===== config.mk =====
export PLATFORM = sky130hd
export DESIGN_NAME = cdr_tuning_register_bank
export DESIGN_NICKNAME = d
export VERILOG_FILES = /design/src/verilog/cdr_tuning_pkg.sv /design/src/verilog/cdr_field_decode.sv /design/src/verilog/cdr_tuning_register_bank.sv
export SDC_FILE = /design/constraint.sdc
export NUM_CORES = 1
export LEC_CHECK = 0
export CORE_MARGIN = 1.5
export CORE_UTILIZATION = 52
export CTS_BUF_LIST = sky130_fd_sc_hd__clkbuf_16
export DETAILED_ROUTE_END_ITERATION = 8
export DONT_BUFFER_PORTS = 1
export PLACE_DENSITY = 0.67
export SLEW_MARGIN = 20
export SYNTH_ARGS = -nofsm -noshare
export SYNTH_HDL_FRONTEND = slang
export SYNTH_SLANG_ARGS = --single-unit
export TNS_END_PERCENT = 1

===== constraint.sdc =====
create_clock -name core_clk_i -period 1.6 [get_ports core_clk_i]
set_input_delay 0.16 -clock core_clk_i [delete_from_list [all_inputs] [get_ports core_clk_i]]
set_output_delay 0.16 -clock core_clk_i [all_outputs]
set_load 0.02 [all_outputs]

===== src/verilog/cdr_tuning_pkg.sv =====
// Summary of operation
// RQ1: Lock-loss check bit picks reference clock (0) or incoming data (1) comparison.
// RQ2: Two-bit reference band doubles per code from 11.05-22.1 MHz; resets to 00.
// RQ3: Four-bit ratio code means two to the power of code minus one, up to 512.
// RQ4: Data rate over ratio divider must equal reference over band divider.
// RQ5: Edge select: 00 and 11 both edges, 01 rising only, 10 falling only.
// RQ6: Transfer bandwidth scale resets to 4; bandwidth scales by value over four.
// RQ7: Threshold and DLL register bit D2 enables automatic threshold adjustment.
// RQ8: Two low bits of threshold and DLL register set DLL slew bandwidth.
// RQ9: Sample phase is two's complement, 1/32 UI steps, only above 5.65 Gbps.
// RQ10: Decision level bit D7 selects normal (0) or extended (1) threshold range.
// RQ11: Threshold word of all zeros disables the threshold offset function.
// RQ12: Input stage bit D7 drives (0) or floats (1) termination common mode.
// RQ13: Input selector 00 limiter, 01 equalizer, 10 buffer; 11 never written.
// RQ14: Input stage bit D4 picks manual (0) or adaptive (1) equalizer gain.
// RQ15: Four low bits of input stage register set equalizer gain.
// RQ16: Reference-lock settings act only while recovery mode code holds 011; only the lock-loss bit is gated, band and ratio are not.
package cdr_tuning_pkg;

  // Register offsets.
  localparam logic [7:0] REF_LOCK_ADDR    = 8'h0f;
  localparam logic [7:0] PHASE_LOOP_ADDR  = 8'h10;
  localparam logic [7:0] THR_DLL_ADDR     = 8'h13;
  localparam logic [7:0] SAMPLING_ADDR    = 8'h14;
  localparam logic [7:0] DECISION_ADDR    = 8'h15;
  localparam logic [7:0] INPUT_STAGE_ADDR = 8'h16;

  // Writable bits of each register; reserved bits store nothing and read as zero.
  localparam logic [7:0] REF_LOCK_MASK    = 8'h7f;
  localparam logic [7:0] PHASE_LOOP_MASK  = 8'h1f;
  localparam logic [7:0] THR_DLL_MASK     = 8'h07;
  localparam logic [7:0] SAMPLING_MASK    = 8'h0f;
  localparam logic [7:0] DECISION_MASK    = 8'hff;
  localparam logic [7:0] INPUT_STAGE_MASK = 8'hff;

  // Reset values.
  localparam logic [7:0] REF_LOCK_RST    = 8'h00;
  localparam logic [7:0] PHASE_LOOP_RST  = 8'h04;
  localparam logic [7:0] THR_DLL_RST     = 8'h00;
  localparam logic [7:0] SAMPLING_RST    = 8'h00;
  localparam logic [7:0] DECISION_RST    = 8'h00;
  localparam logic [7:0] INPUT_STAGE_RST = 8'h00;

  // Field positions.
  localparam int LOCK_LOSS_BIT   = 6;
  localparam int BAND_LSB        = 4;
  localparam int RATIO_LSB       = 0;
  localparam int EDGE_LSB        = 3;
  localparam int BW_LSB          = 0;
  localparam int ADAPT_THR_BIT   = 2;
  localparam int SLEW_LSB        = 0;
  localparam int PHASE_LSB       = 0;
  localparam int EXT_THR_BIT     = 7;
  localparam int LEVEL_LSB       = 0;
  localparam int TERM_FLOAT_BIT  = 7;
  localparam int INSEL_LSB       = 5;
  localparam int ADAPT_GAIN_BIT  = 4;
  localparam int GAIN_LSB        = 0;

  // Largest meaningful ratio code and the bandwidth scale at unity.
  localparam logic [3:0] RATIO_MAX  = 4'ha;
  localparam logic [2:0] BW_UNITY   = 3'h4;

  // Recovery mode codes held elsewhere in the device.
  typedef enum logic [2:0] {
    MODE_LOCK_DATA = 3'b001,
    MODE_LOCK_REF  = 3'b011
  } recovery_mode_type;

  // Phase detector edge choice.
  typedef enum logic [1:0] {
    EDGE_BOTH     = 2'b00,
    EDGE_RISE     = 2'b01,
    EDGE_FALL     = 2'b10,
    EDGE_BOTH_ALT = 2'b11
  } edge_sel_type;

  // Front end choice.
  typedef enum logic [1:0] {
    INSEL_LIMITER   = 2'b00,
    INSEL_EQUALIZER = 2'b01,
    INSEL_BUFFER    = 2'b10,
    INSEL_UNDEFINED = 2'b11
  } input_sel_type;

  // Masks a write to a register, keeping reserved bits at zero.
  function automatic logic [7:0] masked_write(input logic [7:0] data,
                                              input logic [7:0] mask);
    masked_write = data & mask;
  endfunction

endpackage


===== src/verilog/cdr_field_decode.sv =====
`timescale 1ns/1ps
// Turns the stored register bytes into the control levels seen by the front end.
module cdr_field_decode (
  // Stored register bytes.
  input  wire logic [7:0]        ref_lock_i,
  input  wire logic [7:0]        phase_loop_i,
  input  wire logic [7:0]        sampling_i,
  input  wire logic [7:0]        decision_i,
  input  wire logic [7:0]        input_stage_i,
  // Device context.
  input  wire logic [2:0]        recovery_mode_code_i,
  input  wire logic              high_rate_i,
  // Decoded controls.
  output logic                   reference_locked_operation_o,
  output logic                   lock_loss_vs_data_o,
  output logic                   ratio_code_valid_o,
  output logic                   rise_edge_en_o,
  output logic                   fall_edge_en_o,
  output logic signed [3:0]      sample_phase_o,
  output logic                   threshold_enable_o,
  output logic                   input_sel_illegal_o
);
  import cdr_tuning_pkg::*;

  wire logic [1:0] edge_field;
  wire logic [3:0] ratio_field;

  assign edge_field  = phase_loop_i[EDGE_LSB +: 2];
  assign ratio_field = ref_lock_i[RATIO_LSB +: 4];

  // Of the reference-lock settings only the lock-loss choice is gated to reference-lock mode; band and ratio are not.
  assign reference_locked_operation_o = (recovery_mode_code_i == MODE_LOCK_REF); // RQ16
  assign lock_loss_vs_data_o = reference_locked_operation_o
                               && ref_lock_i[LOCK_LOSS_BIT];                       // RQ1
  // Codes above the largest ratio have no divider setting behind them.
  assign ratio_code_valid_o = (ratio_field <= RATIO_MAX);                          // RQ3

  // Both-edge codes enable both detectors; single-edge codes disable the other.
  assign rise_edge_en_o = (edge_field != EDGE_FALL);                               // RQ5
  assign fall_edge_en_o = (edge_field != EDGE_RISE);                               // RQ5

  // The offset is signed and only reaches the sampler at the high rates.
  assign sample_phase_o = high_rate_i ? $signed(sampling_i[PHASE_LSB +: 4])
                                      : 4'sh0;                                     // RQ9

  // An all-zero level word switches the threshold offset off.
  assign threshold_enable_o = |decision_i[LEVEL_LSB +: 7];                         // RQ11

  // The undefined selector code is reported so the front end can ignore it.
  assign input_sel_illegal_o = (input_stage_i[INSEL_LSB +: 2] == INSEL_UNDEFINED); // RQ13

endmodule


===== src/verilog/cdr_tuning_register_bank.sv =====
`timescale 1ns/1ps
// Configuration registers for the clock-recovery receiver and its front end.
module cdr_tuning_register_bank #(
  parameter int ADDR_W = 8
) (
  // Clock and reset.
  input  wire logic                  core_clk_i,
  input  wire logic                  rst_i,
  // Register access port.
  input  wire logic [ADDR_W-1:0]     reg_addr_i,
  input  wire logic                  reg_wr_i,
  input  wire logic [7:0]            reg_wdata_i,
  input  wire logic                  reg_rd_i,
  output logic [7:0]                 reg_rdata_o,
  // Device context.
  input  wire logic [2:0]            recovery_mode_code_i,
  input  wire logic                  high_rate_i,
  // Reference-lock controls.
  output logic                       reference_locked_operation_o,
  output logic                       lock_loss_vs_data_o,
  output logic [1:0]                 reference_band_o,
  output logic [3:0]                 rate_ratio_code_o,
  output logic                       ratio_code_valid_o,
  // Phase loop controls.
  output logic                       rise_edge_en_o,
  output logic                       fall_edge_en_o,
  output logic [2:0]                 transfer_bandwidth_scale_o,
  output logic                       adaptive_threshold_en_o,
  output logic [1:0]                 dll_slew_o,
  output logic signed [3:0]          sample_phase_o,
  // Decision threshold controls.
  output logic                       extended_threshold_o,
  output logic [6:0]                 threshold_level_o,
  output logic                       threshold_enable_o,
  // Input stage controls.
  output logic                       term_float_o,
  output logic [1:0]                 input_stage_sel_o,
  output logic                       input_sel_illegal_o,
  output logic                       adaptive_gain_enable_o,
  output logic [3:0]                 equalizer_gain_code_o
);
  import cdr_tuning_pkg::*;

  // The highest offset must fit in the address port.
  initial begin
    if (ADDR_W < 5 || ADDR_W > 8) begin
      $error("ADDR_W must lie between 5 and 8");
    end
  end

  logic [7:0] ref_lock_r;
  logic [7:0] phase_loop_r;
  logic [7:0] thr_dll_r;
  logic [7:0] sampling_r;
  logic [7:0] decision_r;
  logic [7:0] input_stage_r;
  logic [7:0] rdata_r;

  wire logic [7:0] addr_full;
  wire logic       hit_ref_lock;
  wire logic       hit_phase_loop;
  wire logic       hit_thr_dll;
  wire logic       hit_sampling;
  wire logic       hit_decision;
  wire logic       hit_input_stage;
  wire logic [7:0] read_mux;

  // Address decode; the port is widened to the byte offsets of the map.
  assign addr_full       = 8'(reg_addr_i);
  assign hit_ref_lock    = (addr_full == REF_LOCK_ADDR);
  assign hit_phase_loop  = (addr_full == PHASE_LOOP_ADDR);
  assign hit_thr_dll     = (addr_full == THR_DLL_ADDR);
  assign hit_sampling    = (addr_full == SAMPLING_ADDR);
  assign hit_decision    = (addr_full == DECISION_ADDR);
  assign hit_input_stage = (addr_full == INPUT_STAGE_ADDR);

  // Read selection; unmapped offsets read as zero.
  assign read_mux = hit_ref_lock    ? ref_lock_r    :
                    hit_phase_loop  ? phase_loop_r  :
                    hit_thr_dll     ? thr_dll_r     :
                    hit_sampling    ? sampling_r    :
                    hit_decision    ? decision_r    :
                    hit_input_stage ? input_stage_r : 8'h00;

  // Reference-lock register: lock-loss source, band and ratio.
  always_ff @(posedge core_clk_i or posedge rst_i) begin
    if (rst_i) begin
      ref_lock_r <= REF_LOCK_RST;                                 // RQ2
    end else if (reg_wr_i && hit_ref_lock) begin
      ref_lock_r <= masked_write(reg_wdata_i, REF_LOCK_MASK);     // RQ1
    end
  end

  // Phase loop register: edge choice and bandwidth scale.
  always_ff @(posedge core_clk_i or posedge rst_i) begin
    if (rst_i) begin
      phase_loop_r <= PHASE_LOOP_RST;                             // RQ6
    end else if (reg_wr_i && hit_phase_loop) begin
      phase_loop_r <= masked_write(reg_wdata_i, PHASE_LOOP_MASK); // RQ5
    end
  end

  // Threshold adaptation and DLL slew register.
  always_ff @(posedge core_clk_i or posedge rst_i) begin
    if (rst_i) begin
      thr_dll_r <= THR_DLL_RST;
    end else if (reg_wr_i && hit_thr_dll) begin
      thr_dll_r <= masked_write(reg_wdata_i, THR_DLL_MASK);       // RQ7
    end
  end

  // Sample phase offset register.
  always_ff @(posedge core_clk_i or posedge rst_i) begin
    if (rst_i) begin
      sampling_r <= SAMPLING_RST;
    end else if (reg_wr_i && hit_sampling) begin
      sampling_r <= masked_write(reg_wdata_i, SAMPLING_MASK);     // RQ9
    end
  end

  // Decision level register: range and threshold word.
  always_ff @(posedge core_clk_i or posedge rst_i) begin
    if (rst_i) begin
      decision_r <= DECISION_RST;
    end else if (reg_wr_i && hit_decision) begin
      decision_r <= masked_write(reg_wdata_i, DECISION_MASK);     // RQ10
    end
  end

  // Input stage register: termination, selector, gain mode and gain.
  always_ff @(posedge core_clk_i or posedge rst_i) begin
    if (rst_i) begin
      input_stage_r <= INPUT_STAGE_RST;
    end else if (reg_wr_i && hit_input_stage) begin
      input_stage_r <= masked_write(reg_wdata_i, INPUT_STAGE_MASK); // RQ12
    end
  end

  // Read data is captured at the clock edge that samples the read strobe and then held.
  always_ff @(posedge core_clk_i or posedge rst_i) begin
    if (rst_i) begin
      rdata_r <= 8'h00;
    end else if (reg_rd_i) begin
      rdata_r <= read_mux;
    end
  end

  assign reg_rdata_o = rdata_r;

  // Plain fields go straight from the stored bits to the analogue controls.
  assign reference_band_o           = ref_lock_r[BAND_LSB +: 2];       // RQ2
  assign rate_ratio_code_o          = ref_lock_r[RATIO_LSB +: 4];      // RQ4
  assign transfer_bandwidth_scale_o = phase_loop_r[BW_LSB +: 3];       // RQ6
  assign adaptive_threshold_en_o    = thr_dll_r[ADAPT_THR_BIT];        // RQ7
  assign dll_slew_o                 = thr_dll_r[SLEW_LSB +: 2];        // RQ8
  assign extended_threshold_o       = decision_r[EXT_THR_BIT];         // RQ10
  assign threshold_level_o          = decision_r[LEVEL_LSB +: 7];      // RQ11
  assign term_float_o               = input_stage_r[TERM_FLOAT_BIT];   // RQ12
  assign input_stage_sel_o          = input_stage_r[INSEL_LSB +: 2];   // RQ13
  assign adaptive_gain_enable_o     = input_stage_r[ADAPT_GAIN_BIT];   // RQ14
  assign equalizer_gain_code_o      = input_stage_r[GAIN_LSB +: 4];    // RQ15

  // Decoded and gated controls.
  cdr_field_decode u_decode (
    .ref_lock_i                   (ref_lock_r),
    .phase_loop_i                 (phase_loop_r),
    .sampling_i                   (sampling_r),
    .decision_i                   (decision_r),
    .input_stage_i                (input_stage_r),
    .recovery_mode_code_i         (recovery_mode_code_i),
    .high_rate_i                  (high_rate_i),
    .reference_locked_operation_o (reference_locked_operation_o),
    .lock_loss_vs_data_o          (lock_loss_vs_data_o),
    .ratio_code_valid_o           (ratio_code_valid_o),
    .rise_edge_en_o               (rise_edge_en_o),
    .fall_edge_en_o               (fall_edge_en_o),
    .sample_phase_o               (sample_phase_o),
    .threshold_enable_o           (threshold_enable_o),
    .input_sel_illegal_o          (input_sel_illegal_o)
  );

  // A lock-loss data choice reaches the output only in reference-lock mode.
  lock_loss_source_a: assert property ( // RQ1
    @(posedge core_clk_i) disable iff (rst_i)
    reg_wr_i && hit_ref_lock ##1 (recovery_mode_code_i == MODE_LOCK_REF)
    |-> lock_loss_vs_data_o == $past(reg_wdata_i[LOCK_LOSS_BIT]))
    else $error("lock-loss source does not follow the written bit");

  // The band field comes out of reset at its lowest code.
  band_reset_a: assert property ( // RQ2
    @(posedge core_clk_i) disable iff (rst_i)
    $fell(rst_i) |-> reference_band_o == 2'b00)
    else $error("reference band not at lowest code after reset");

  // Ratio codes beyond the table are flagged.
  ratio_range_a: assert property ( // RQ3
    @(posedge core_clk_i) disable iff (rst_i)
    ratio_code_valid_o == (rate_ratio_code_o <= 4'ha))
    else $error("ratio validity flag wrong");

  // The rising-only code shuts the falling detector off.
  edge_choice_a: assert property ( // RQ5
    @(posedge core_clk_i) disable iff (rst_i)
    reg_wr_i && hit_phase_loop && reg_wdata_i[4:3] == 2'b01
    |=> rise_edge_en_o && !fall_edge_en_o)
    else $error("rising-only edge choice not applied");

  // Bandwidth scale comes out of reset at unity.
  bw_reset_a: assert property ( // RQ6
    @(posedge core_clk_i) disable iff (rst_i)
    $fell(rst_i) |-> transfer_bandwidth_scale_o == 3'h4)
    else $error("bandwidth scale not four after reset");

  // Reserved bits of the threshold and DLL register read back as zero.
  thr_dll_read_a: assert property ( // RQ7
    @(posedge core_clk_i) disable iff (rst_i)
    reg_wr_i && hit_thr_dll ##1 reg_rd_i && hit_thr_dll
    |=> reg_rdata_o == ($past(reg_wdata_i, 2) & 8'h07))
    else $error("threshold and DLL register readback wrong");

  // Phase offset is zero once the rate has been low for two cycles in a row.
  phase_gate_a: assert property ( // RQ9
    @(posedge core_clk_i) disable iff (rst_i)
    !high_rate_i [*2] |-> sample_phase_o == 4'sh0)
    else $error("sample phase applied below the high rate");

  // An all-zero level word disables the threshold offset.
  thr_zero_off_a: assert property ( // RQ11
    @(posedge core_clk_i) disable iff (rst_i)
    reg_wr_i && hit_decision && reg_wdata_i[6:0] == 7'h00
    |=> !threshold_enable_o && threshold_level_o == 7'h00)
    else $error("threshold not disabled at zero level");

  // The undefined selector code is reported.
  insel_flag_a: assert property ( // RQ13
    @(posedge core_clk_i) disable iff (rst_i)
    input_sel_illegal_o == (input_stage_sel_o == 2'b11))
    else $error("undefined input selector not flagged");

  // A write to the input stage register reads back two cycles later.
  input_stage_read_a: assert property ( // RQ14
    @(posedge core_clk_i) disable iff (rst_i)
    reg_wr_i && hit_input_stage ##1 reg_rd_i && hit_input_stage && !reg_wr_i
    |=> reg_rdata_o == $past(reg_wdata_i, 2))
    else $error("input stage readback wrong");

  // Lock-to-data mode code 001 clears the reference-lock indication and the lock-loss choice.
  ref_mode_a: assert property ( // RQ16
    @(posedge core_clk_i) disable iff (rst_i)
    recovery_mode_code_i == 3'b001 |-> !reference_locked_operation_o && !lock_loss_vs_data_o)
    else $error("reference-lock settings active in lock-to-data mode");

  // Band and ratio fields take the written bits at the next cycle.
  ref_fields_a: assert property ( // RQ2 RQ3
    @(posedge core_clk_i) disable iff (rst_i)
    reg_wr_i && hit_ref_lock
    |=> reference_band_o == $past(reg_wdata_i[5:4]) && rate_ratio_code_o == $past(reg_wdata_i[3:0]))
    else $error("reference band or ratio not stored");

  // The falling-only code shuts the rising detector off.
  fall_only_a: assert property ( // RQ5
    @(posedge core_clk_i) disable iff (rst_i)
    reg_wr_i && hit_phase_loop && reg_wdata_i[4:3] == 2'b10
    |=> !rise_edge_en_o && fall_edge_en_o)
    else $error("falling-only edge choice not applied");

  // Adaptive threshold enable and DLL slew take the written bits.
  thr_dll_fields_a: assert property ( // RQ7 RQ8
    @(posedge core_clk_i) disable iff (rst_i)
    reg_wr_i && hit_thr_dll
    |=> dll_slew_o == $past(reg_wdata_i[1:0]) && adaptive_threshold_en_o == $past(reg_wdata_i[2]))
    else $error("threshold adaptation or DLL slew not stored");

  // A written phase offset reaches the sampler at the high rates.
  phase_high_a: assert property ( // RQ9
    @(posedge core_clk_i) disable iff (rst_i)
    reg_wr_i && hit_sampling ##1 high_rate_i
    |-> $unsigned(sample_phase_o) == $past(reg_wdata_i[3:0]))
    else $error("sample phase not applied at high rate");

  // The range bit takes the written value.
  ext_thr_write_a: assert property ( // RQ10
    @(posedge core_clk_i) disable iff (rst_i)
    reg_wr_i && hit_decision |=> extended_threshold_o == $past(reg_wdata_i[7]))
    else $error("threshold range bit not stored");

  // A nonzero level word turns the threshold offset on.
  thr_level_on_a: assert property ( // RQ11
    @(posedge core_clk_i) disable iff (rst_i)
    reg_wr_i && hit_decision && reg_wdata_i[6:0] != 7'h00
    |=> threshold_enable_o && threshold_level_o == $past(reg_wdata_i[6:0]))
    else $error("threshold not enabled at nonzero level");

  // Termination and selector fields take the written bits.
  term_sel_write_a: assert property ( // RQ12
    @(posedge core_clk_i) disable iff (rst_i)
    reg_wr_i && hit_input_stage
    |=> term_float_o == $past(reg_wdata_i[7]) && input_stage_sel_o == $past(reg_wdata_i[6:5]))
    else $error("termination or selector not stored");

  // Gain mode and gain code take the written bits.
  gain_write_a: assert property ( // RQ14 RQ15
    @(posedge core_clk_i) disable iff (rst_i)
    reg_wr_i && hit_input_stage
    |=> adaptive_gain_enable_o == $past(reg_wdata_i[4])
        && equalizer_gain_code_o == $past(reg_wdata_i[3:0]))
    else $error("equalizer gain settings not stored");

endmodule

==> results of run 1 <==
## critical path: stages, from the launching register on
cell and delay (ns):
sky130_fd_sc_hd__dfrtp_1 0.48, sky130_fd_sc_hd__nor4_1 0.31, sky130_fd_sc_hd__nand2_1 0.21
## cell type report
| class | count | area [um2] | share of cell area |
|---|---|---|---|
| Clock buffer | 5 | 125 | 0.0519 |
| Clock inverter | 2 | 8.76 | 0.00364 |
| Inverter | 6 | 22.5 | 0.00935 |
| Multi-Input combinational cell | 113 | 1020 | 0.422 |
| Sequential cell | 43 | 1080 | 0.447 |
| Tap cell | 50 | 62.6 | 0.0260 |
| Timing Repair Buffer | 12 | 95.1 | 0.0395 |
## synthesized netlist by cell type (4+ instances only)
library cell / number / area share
sky130_fd_sc_hd__and3_1: 7 / 0.020
sky130_fd_sc_hd__mux2_2: 10 / 0.050
sky130_fd_sc_hd__mux2i_1: 4 / 0.018
sky130_fd_sc_hd__dfrtp_1: 42 / 0.47
sky130_fd_sc_hd__o2bb2ai_1: 4 / 0.016
sky130_fd_sc_hd__a21o_1: 4 / 0.013
sky130_fd_sc_hd__mux2_4: 16 / 0.11
sky130_fd_sc_hd__a22o_1: 4 / 0.016
sky130_fd_sc_hd__nor2_1: 5 / 0.0084
sky130_fd_sc_hd__buf_4: 10 / 0.034
sky130_fd_sc_hd__inv_1: 6 / 0.010
sky130_fd_sc_hd__mux2_1: 9 / 0.045
sky130_fd_sc_hd__nand2_1: 5 / 0.0084
sky130_fd_sc_hd__and2_1: 6 / 0.017
## metal layers
| metal | wire length, um | part of all wire | track usage | vias to the layer above |
|---|---|---|---|---|
| li1 | - | - | - | 648 |
| met1 | 2080 | 0.42 | 0.304 | 730 |
| met2 | 2370 | 0.48 | 0.353 | 71 |
| met3 | 449 | 0.091 | 0.0812 | 7 |
| met4 | 71 | 0.014 | 0.0925 | 0 |
| met5 | 0 | 0 | 0 | - |
## worst max path at each step
stage	startpoint	endpoint	slack, ns	cells after the start
after floorplan	reg_addr_i[2]	ref_lock_r[0]	0.30	5
after global placement	reg_addr_i[7]	input_stage_r[4]	0.18	5
after detailed placement	reg_addr_i[7]	input_stage_r[6]	0.16	5
after CTS	decision_r[3]	threshold_enable_o	0.14	2
after global routing	decision_r[3]	threshold_enable_o	0.1	2
final	decision_r[4]	threshold_enable_o	0.15	2
## logic make-up after synthesis
logic type	after synthesis
AO/OA/AOI/OAI	31
buffers and inverters	23
flip-flops	43
multiplexers	39
AND/OR/NAND/NOR	43
## sequential cells by signal (all words and copies together), names as in the netlist
register       cells
input_stage_r      8
phase_loop_r       5
sampling_r         4
thr_dll_r          3
ref_lock_r         7
reg_rdata_o        8
decision_r         8
## repair_timing
item                       4_1_cts  5_1_grt
hold endpoints to repair        50        0
gates resized for setup          0        0
hold buffers                     2        0
setup endpoints to repair        0        0
setup buffers                    0        0
## metrics by stage
step / total power [uW] / hold WS (ns)
5_1_grt: 2470 / 0.000399
2_1_floorplan: 1410 / 0.292
3_5_place_dp: 1440 / 0.222
4_1_cts: 2390 / 0.000525
6_report: 2370 / 0.00484
3_3_place_gp: 1430 / 0.202
## power breakdown
group | total, uW | switching [uW] | internal, uW | leakage (uW)
Clock | 950 | 389 | 560 | 0.0000671
Sequential | 1230 | 90.7 | 1140 | 0.000585
Combinational | 196 | 105 | 90.4 | 0.000555
Total | 2370 | 585 | 1790 | 0.00121
==> reports/results.env, run 1 <==
OUTCOME='finished, final reports clean'
TIMING_WORST_SLEW_PIN_VALUE_NS=0.534
FIRST_PASS_GRT_WIRE_LENGTH_UM=7700
NUMBER_OF_SYNTHESIZED_FLOPS_WITH_AN_ENABLE_PIN=0
DIE_Y_UM=68.5
WIDTH_OF_THE_DIE_UM=68.5
ROUTED-VIA-COUNT=1456
WORSTPATHARRIVAL_NS=1.29
FLOORPLAN.INITIALDENSITY=0.550
PERIOD_SHARE=0.905
CLOCK_LATENCY_NS=0.29
PORTION_OF_NETLIST_AREA_OCCUPIED_BY_MUX_CELLS=0.221
SYNTH-WARNING-COUNT=0
SYNTHFLOPTYPE='sky130_fd_sc_hd__dfrtp_1'
START_KIND='register'
BOUNDARYPINS=71
FINALCLOCKSKEW_NS=0.00620
SYNTHCELLS=179
PLACE_AREA_UM2=2250
SETUP_TNS_FINAL_NS=0
FINAL_PERIOD_MINUS_WORST_SETUP_SLACK_NS=1.45
GRT_USE_TOTAL=0.233
WORSTSETUPPATHTYPE='register to output pin'
WORST_SLEW_MARGIN_REL=0.644
LAYOUT.CORE_UTILIZATION=0.594
FMAX_MHz=691
RR_ENDPOINT='reg_rdata_o[2]'
INITIAL_ANTENNA_VIOLATION_COUNT=0
SYNTH_COMPOUND_AREA_FRAC=0.106
COMBINATIONAL_FAMILY_WITH_THE_MOST_AREA_AFTER_SYNTHESIS='multiplexers'
FINAL_CRITICAL_PATH_SETUP_SLACK_NS=0.152
REG2REG_FROM='thr_dll_r[2]'
FIN_NETS=205
CLKSINKCOUNT=43
CLKSLEWWORSTSETUPHOLDPATHS_NS=0.06
CRIT_PATH_MAX_FANOUT=4
GPL.FINAL_WEIGHTED_CONGESTION=0.830
HTREEDEPTH=2
FILL_CELLS=315
GRT_PASS1_VIAS=1437
CTS.ROOT.BUFFER_CELL='sky130_fd_sc_hd__clkbuf_16'
POWER_LEAKAGE_uW=0.00121
SYN_TO_FINAL_GROWTH_PCT=7.84
CP.REQUIRED_NS=1.44
SYNTH.CELL_AREA_UM2=2230
DPL.CELL_COUNT=222
MAX-VDD-IR-DROP_mV=0.526
HP-START='reg_wdata_i[2]'
DIODES=0
FP.COREAREA_UM2=4060
HPWLAFTERDP_UM=3670
CTS_TREE='done'
MIN_DELAY_WORST_ENDPOINT='sampling_r[2]'
ROUTED_WIRE_LENGTH_PER_INSTANCE_UM=21.5
REPORT.FINAL.HOLD_VIOL_COUNT=0
SYNTHESIZED_AREA_PER_CELL_UM2=12.5
DRIVE_GT1_FRAC=0.282
DETAIL_ROUTE.VIAS_PER_CELL=6.30
CTS_BUFFERS=5
SYNTH_SIMPLE_GATE_AREA_FRAC=0.128
ROUTE.ANTENNA.REMAINING_NETS=0
SYNTH_SEQ_AREA_SHARE=0.482
TIMING_MAX_TRANSITION_VIOLATIONS_FINAL=0
STD_CELL_ROWS=23
YOSYSUNIQUECELLTYPES=41
POST_SYNTH_FA_HA_MAJ_AREA_FRACTION=0
YS_ASYNC_SR_FRACTION=1.00
DETAILEDPLACE.WORSTSLACK_NS=0.164
MOST_COMMON_CELL_AFTER_LAYOUT_FILL_AND_TAPS_ASIDE='sky130_fd_sc_hd__dfrtp_1'
KIND_OF_PATH_BEHIND_THE_TIGHTEST_HOLD_CHECK='input port to register'
MOSTFREQUENTLAYOUTCELLS='42 x sky130_fd_sc_hd__dfrtp_1, 16 x sky130_fd_sc_hd__mux2_4, 10 x sky130_fd_sc_hd__mux2_2, 10 x sky130_fd_sc_hd__buf_4, 9 x sky130_fd_sc_hd__mux2_1'
DRT_FIRST_ITER_VIOLATIONS=99
DIE_AREA_UM2=4700
MAX_CAP_VIOLATIONS=0
DRTPASS1ITERATIONS=4
GRT_START_MAX_NET_PINS=44
CELL_PWR_DENSITY_nW_PER_UM2=986
PORT-BUFFER-COUNT=0
MAX-CLOCK-PATH-BUFFERS=2
DRC=0
YS_SEQ_ELEMENTS=43
SYNTH_XOR_AREA_FRAC=0
SETUP.REG_TO_REG.WORST_SLACK_NS=0.25
WORSTHOLDPATHCELLS=1
LAYOUT.CELLS.NON_FILLER=231
WIRELENGTH_UM=4960
TIMING.REG2REG.WORST_PATH_DEPTH=4
SYN_NETS=203
GRT_OVERFLOW_TOTAL=0
WORST_SETUP_PATH_END_KIND='output pin'
FINAL_AREA_UM2=2410
REPORT.FINAL.SETUP_VIOL=0
GRT_SETUP_UNREPAIRED='false'
(Power assumes the default switching activity.)
==> inputs of run 2 (changes only) <==
--- a/config.mk
+++ b/config.mk
@@ -5,7 +5,6 @@
 export SDC_FILE = /design/constraint.sdc
 export NUM_CORES = 1
 export LEC_CHECK = 0
-export CORE_MARGIN = 1.5
 export CORE_UTILIZATION = 52
 export CTS_BUF_LIST = sky130_fd_sc_hd__clkbuf_16
 export DETAILED_ROUTE_END_ITERATION = 8
==> reports/results.env, run 2 (synthesized netlist as in run 1, its figures left out) <==
BOUNDARYPINS=71  # unchanged
ROUTE.ANTENNA.REMAINING_NETS=0  # unchanged
PLACE_AREA_UM2=2250  # about the same
LAYOUT.CORE_UTILIZATION=0.594  # about the same
CELL_PWR_DENSITY_nW_PER_UM2=986  # about the same
MAX-VDD-IR-DROP_mV=0.810  # was 0.526 mV
DIE_AREA_UM2=4560  # was 4700 um2
CPMAXSTAGEDELAYCELL='sky130_fd_sc_hd__dfrtp_1'  # unchanged
CLKSINKCOUNT=43  # unchanged
GRT_SETUP_UNREPAIRED='false'  # unchanged
TIMING.REG2REG.WORST_PATH_DEPTH=4  # unchanged
TIMING_WORST_SLEW_PIN_VALUE_NS=0.530  # was 0.534 ns
FINALCLOCKSKEW_NS=0.00180  # was 0.00620 ns
GRT_OVERFLOW_TOTAL=0  # unchanged
GRT_START_MAX_NET_PINS=44  # unchanged
FINAL_PERIOD_MINUS_WORST_SETUP_SLACK_NS=1.51  # was 1.45 ns
WORST_SETUP_PATH_END_KIND='output pin'  # unchanged
CELLINTERNALPOWER_uW=1790  # about the same
CHAIN_OF_CELLS_FORMING_THE_CRITICAL_PATH='nor4_2, nand2_1'  # was nor4_1, nand2_1
WIRELENGTH_UM=4970  # was 4960 um
FP.COREAREA_UM2=4060  # unchanged
REPORT.FINAL.HOLD_VIOL_COUNT=0  # unchanged
WORSTHOLDPATHCELLS=1  # unchanged
POWER_SWITCHING_uW=586  # was 585 uW
PERIOD_SHARE=0.942  # was 0.905
FIN_NETS=204  # was 205
WIDTH_OF_THE_DIE_UM=67.5  # was 68.5 um
FINAL_AREA_UM2=2410  # about the same
KIND_OF_PATH_BEHIND_THE_TIGHTEST_HOLD_CHECK='input port to register'  # unchanged
HTREEDEPTH=2  # unchanged
DRT_FIRST_ITER_VIOLATIONS=101  # was 99
DIODES=0  # unchanged
CLKSLEWWORSTSETUPHOLDPATHS_NS=0.06  # about the same
SWITCHING_POWER_AS_A_SHARE_OF_TOTAL_POWER=0.246  # was 0.247
POWER.COMBINATIONAL.FRACTION=0.081  # was 0.082
START_KIND='register'  # unchanged
MOST_COMMON_CELL_AFTER_LAYOUT_FILL_AND_TAPS_ASIDE='sky130_fd_sc_hd__dfrtp_1'  # unchanged
DRIVE_GT1_FRAC=0.282  # unchanged
STD_CELL_ROWS=23  # unchanged
CTS.ROOT.BUFFER_CELL='sky130_fd_sc_hd__clkbuf_16'  # unchanged
POWER.SHARE.SEQUENTIAL=0.518  # about the same
WORSTPATHARRIVAL_NS=1.35  # was 1.29 ns
TIMING_MAX_TRANSITION_VIOLATIONS_FINAL=0  # unchanged
POWER_LEAKAGE_uW=0.00121  # about the same
FMAX_MHz=664  # was 691 MHz
CTS_BUFFERS=5  # unchanged
INITIAL_ANTENNA_VIOLATION_COUNT=0  # unchanged
GRT_PASS1_VIAS=1509  # was 1437
GPL.FINAL_WEIGHTED_CONGESTION=0.782  # was 0.830
SETUP_TNS_FINAL_NS=0  # unchanged
DRTPASS1ITERATIONS=4  # unchanged
POST-CTS-SETUP-BUFFERS=0  # unchanged
MOSTFREQUENTLAYOUTCELLS='42 x sky130_fd_sc_hd__dfrtp_1, 16 x sky130_fd_sc_hd__mux2_4, 10 x sky130_fd_sc_hd__mux2_2, 9 x sky130_fd_sc_hd__mux2_1, 9 x sky130_fd_sc_hd__buf_4'  # was 42 x sky130_fd_sc_hd__dfrtp_1, 16 x sky130_fd_sc_hd__mux2_4, 10 x sky130_fd_sc_hd__mux2_2, 10 x sky130_fd_sc_hd__buf_4, 9 x sky130_fd_sc_hd__mux2_1
REPORT.FINAL.SETUP_VIOL=0  # unchanged
MULTI_INPUT_AREA_UM2=1020  # about the same
HPWLAFTERDP_UM=3600  # was 3670 um
DIE_Y_UM=67.5  # was 68.5 um
CP.REQUIRED_NS=1.44  # about the same
CLOCK_LATENCY_NS=0.28  # was 0.29 ns
POWER.SHARE.CLOCK=0.401  # was 0.400
ROUTED-VIA-COUNT=1461  # was 1456
CRIT_PATH_MAX_INCR_DELAY_NS=0.50  # was 0.48 ns
WORST_SLEW_MARGIN_REL=0.647  # was 0.644
OUTCOME='finished, final reports clean'  # unchanged
MAX-CLOCK-PATH-BUFFERS=2  # unchanged
SYN_TO_FINAL_GROWTH_PCT=7.96  # was 7.84%
DETAIL_ROUTE.VIAS_PER_CELL=6.32  # was 6.30
CTS_TREE='done'  # unchanged
FINAL.HOLD.WORST_SLACK_NS=0.00635  # was 0.00484 ns
FIRST_PASS_GRT_WIRE_LENGTH_UM=7610  # was 7700 um
WORSTSETUPPATHTYPE='register to output pin'  # unchanged
FILL_CELLS=325  # was 315
PORT-BUFFER-COUNT=0  # unchanged
ROUTED_WIRE_LENGTH_PER_INSTANCE_UM=21.5  # about the same
GRT_USE_TOTAL=0.234  # was 0.233
MAX_CAP_VIOLATIONS=0  # unchanged
CRIT_PATH_MAX_FANOUT=4  # unchanged
AREA.SEQUENTIAL_UM2=1080  # unchanged
FLOORPLAN.INITIALDENSITY=0.550  # unchanged
DRC=0  # unchanged
==> run 2: changes by cell type in the layout (fill, tap and decap cells not counted) <==
cell | previous run | this run
sky130_fd_sc_hd__buf_4 | 10 | 9
sky130_fd_sc_hd__nor4_2 | 0 | 1
sky130_fd_sc_hd__clkinv_1 | 1 | 0
sky130_fd_sc_hd__nor4_1 | 1 | 0
sky130_fd_sc_hd__inv_1 | 6 | 8
==> run 2: power groups by stage <==
stage                     sequential [uW]  combinational (uW)  clock (uW)
after CTS                            1230                 194         965
after floorplan                      1230                 182           0
after detailed placement             1250                 186           0
after global routing                 1240                 211        1010
final                                1230                 193         954
after global placement               1250                 180           0
==> run 2: final timing paths <==
check / to / slack [ns] / from
max reg2reg: reg_rdata_o[2] / 0.25 / decision_r[2]
min reg2reg: sampling_r[3] / 0.54 / sampling_r[3]
min in group asynchronous: sampling_r[3] / 0.46 / rst_i
max: threshold_enable_o / 0.09 / decision_r[3]
min: phase_loop_r[0] / 0.006 / reg_wdata_i[0]
max in group asynchronous: phase_loop_r[2] / 0.77 / rst_i
==> run 2: routing by layer <==
metal / vias up / part of all wire / wire, um / global-route usage
met1: 752 / 0.44 / 2190 / 0.300
met2: 55 / 0.50 / 2460 / 0.361
met3: 2 / 0.062 / 306 / 0.0963
li1: 652 / - / - / -
met5: - / 0 / 0 / 0
met4: 0 / 0.0034 / 17 / 0.0612
==> run 2: through the flow <==
stage          total power, uW  instances  worst slack, ns
5_1_grt                   2460        231           0.0317
6_report                  2380        231           0.0933
3_5_place_dp              1440        221            0.162
2_1_floorplan             1410        179            0.297
4_1_cts                   2390        231           0.0681
3_3_place_gp              1430        221            0.191
==> run 2: what timing repair did <==
| action | in CTS | in global routing |
|---|---|---|
| hold buffers | 2 | 0 |
| endpoints found under the hold margin | 50 | 0 |
| setup endpoints to repair | 0 | 1 |
| resized for setup | 0 | 1 |
==> run 2: layout make-up <==
| class | count | share of cell area |
|---|---|---|
| flip-flops and latches | 43 | 0.447 |
| multi-input cells | 113 | 0.424 |
| inverters | 6 | 0.00934 |
| well taps | 50 | 0.0259 |
| repair buffers | 11 | 0.0363 |
| clock inverters | 3 | 0.00519 |
| clock buffers | 5 | 0.0519 |
==> run 2: critical path: cells and delay by family (launching register included) <==
family / cells / cell delay (ns)
simple gates: 2 / 0.56
flops: 1 / 0.50
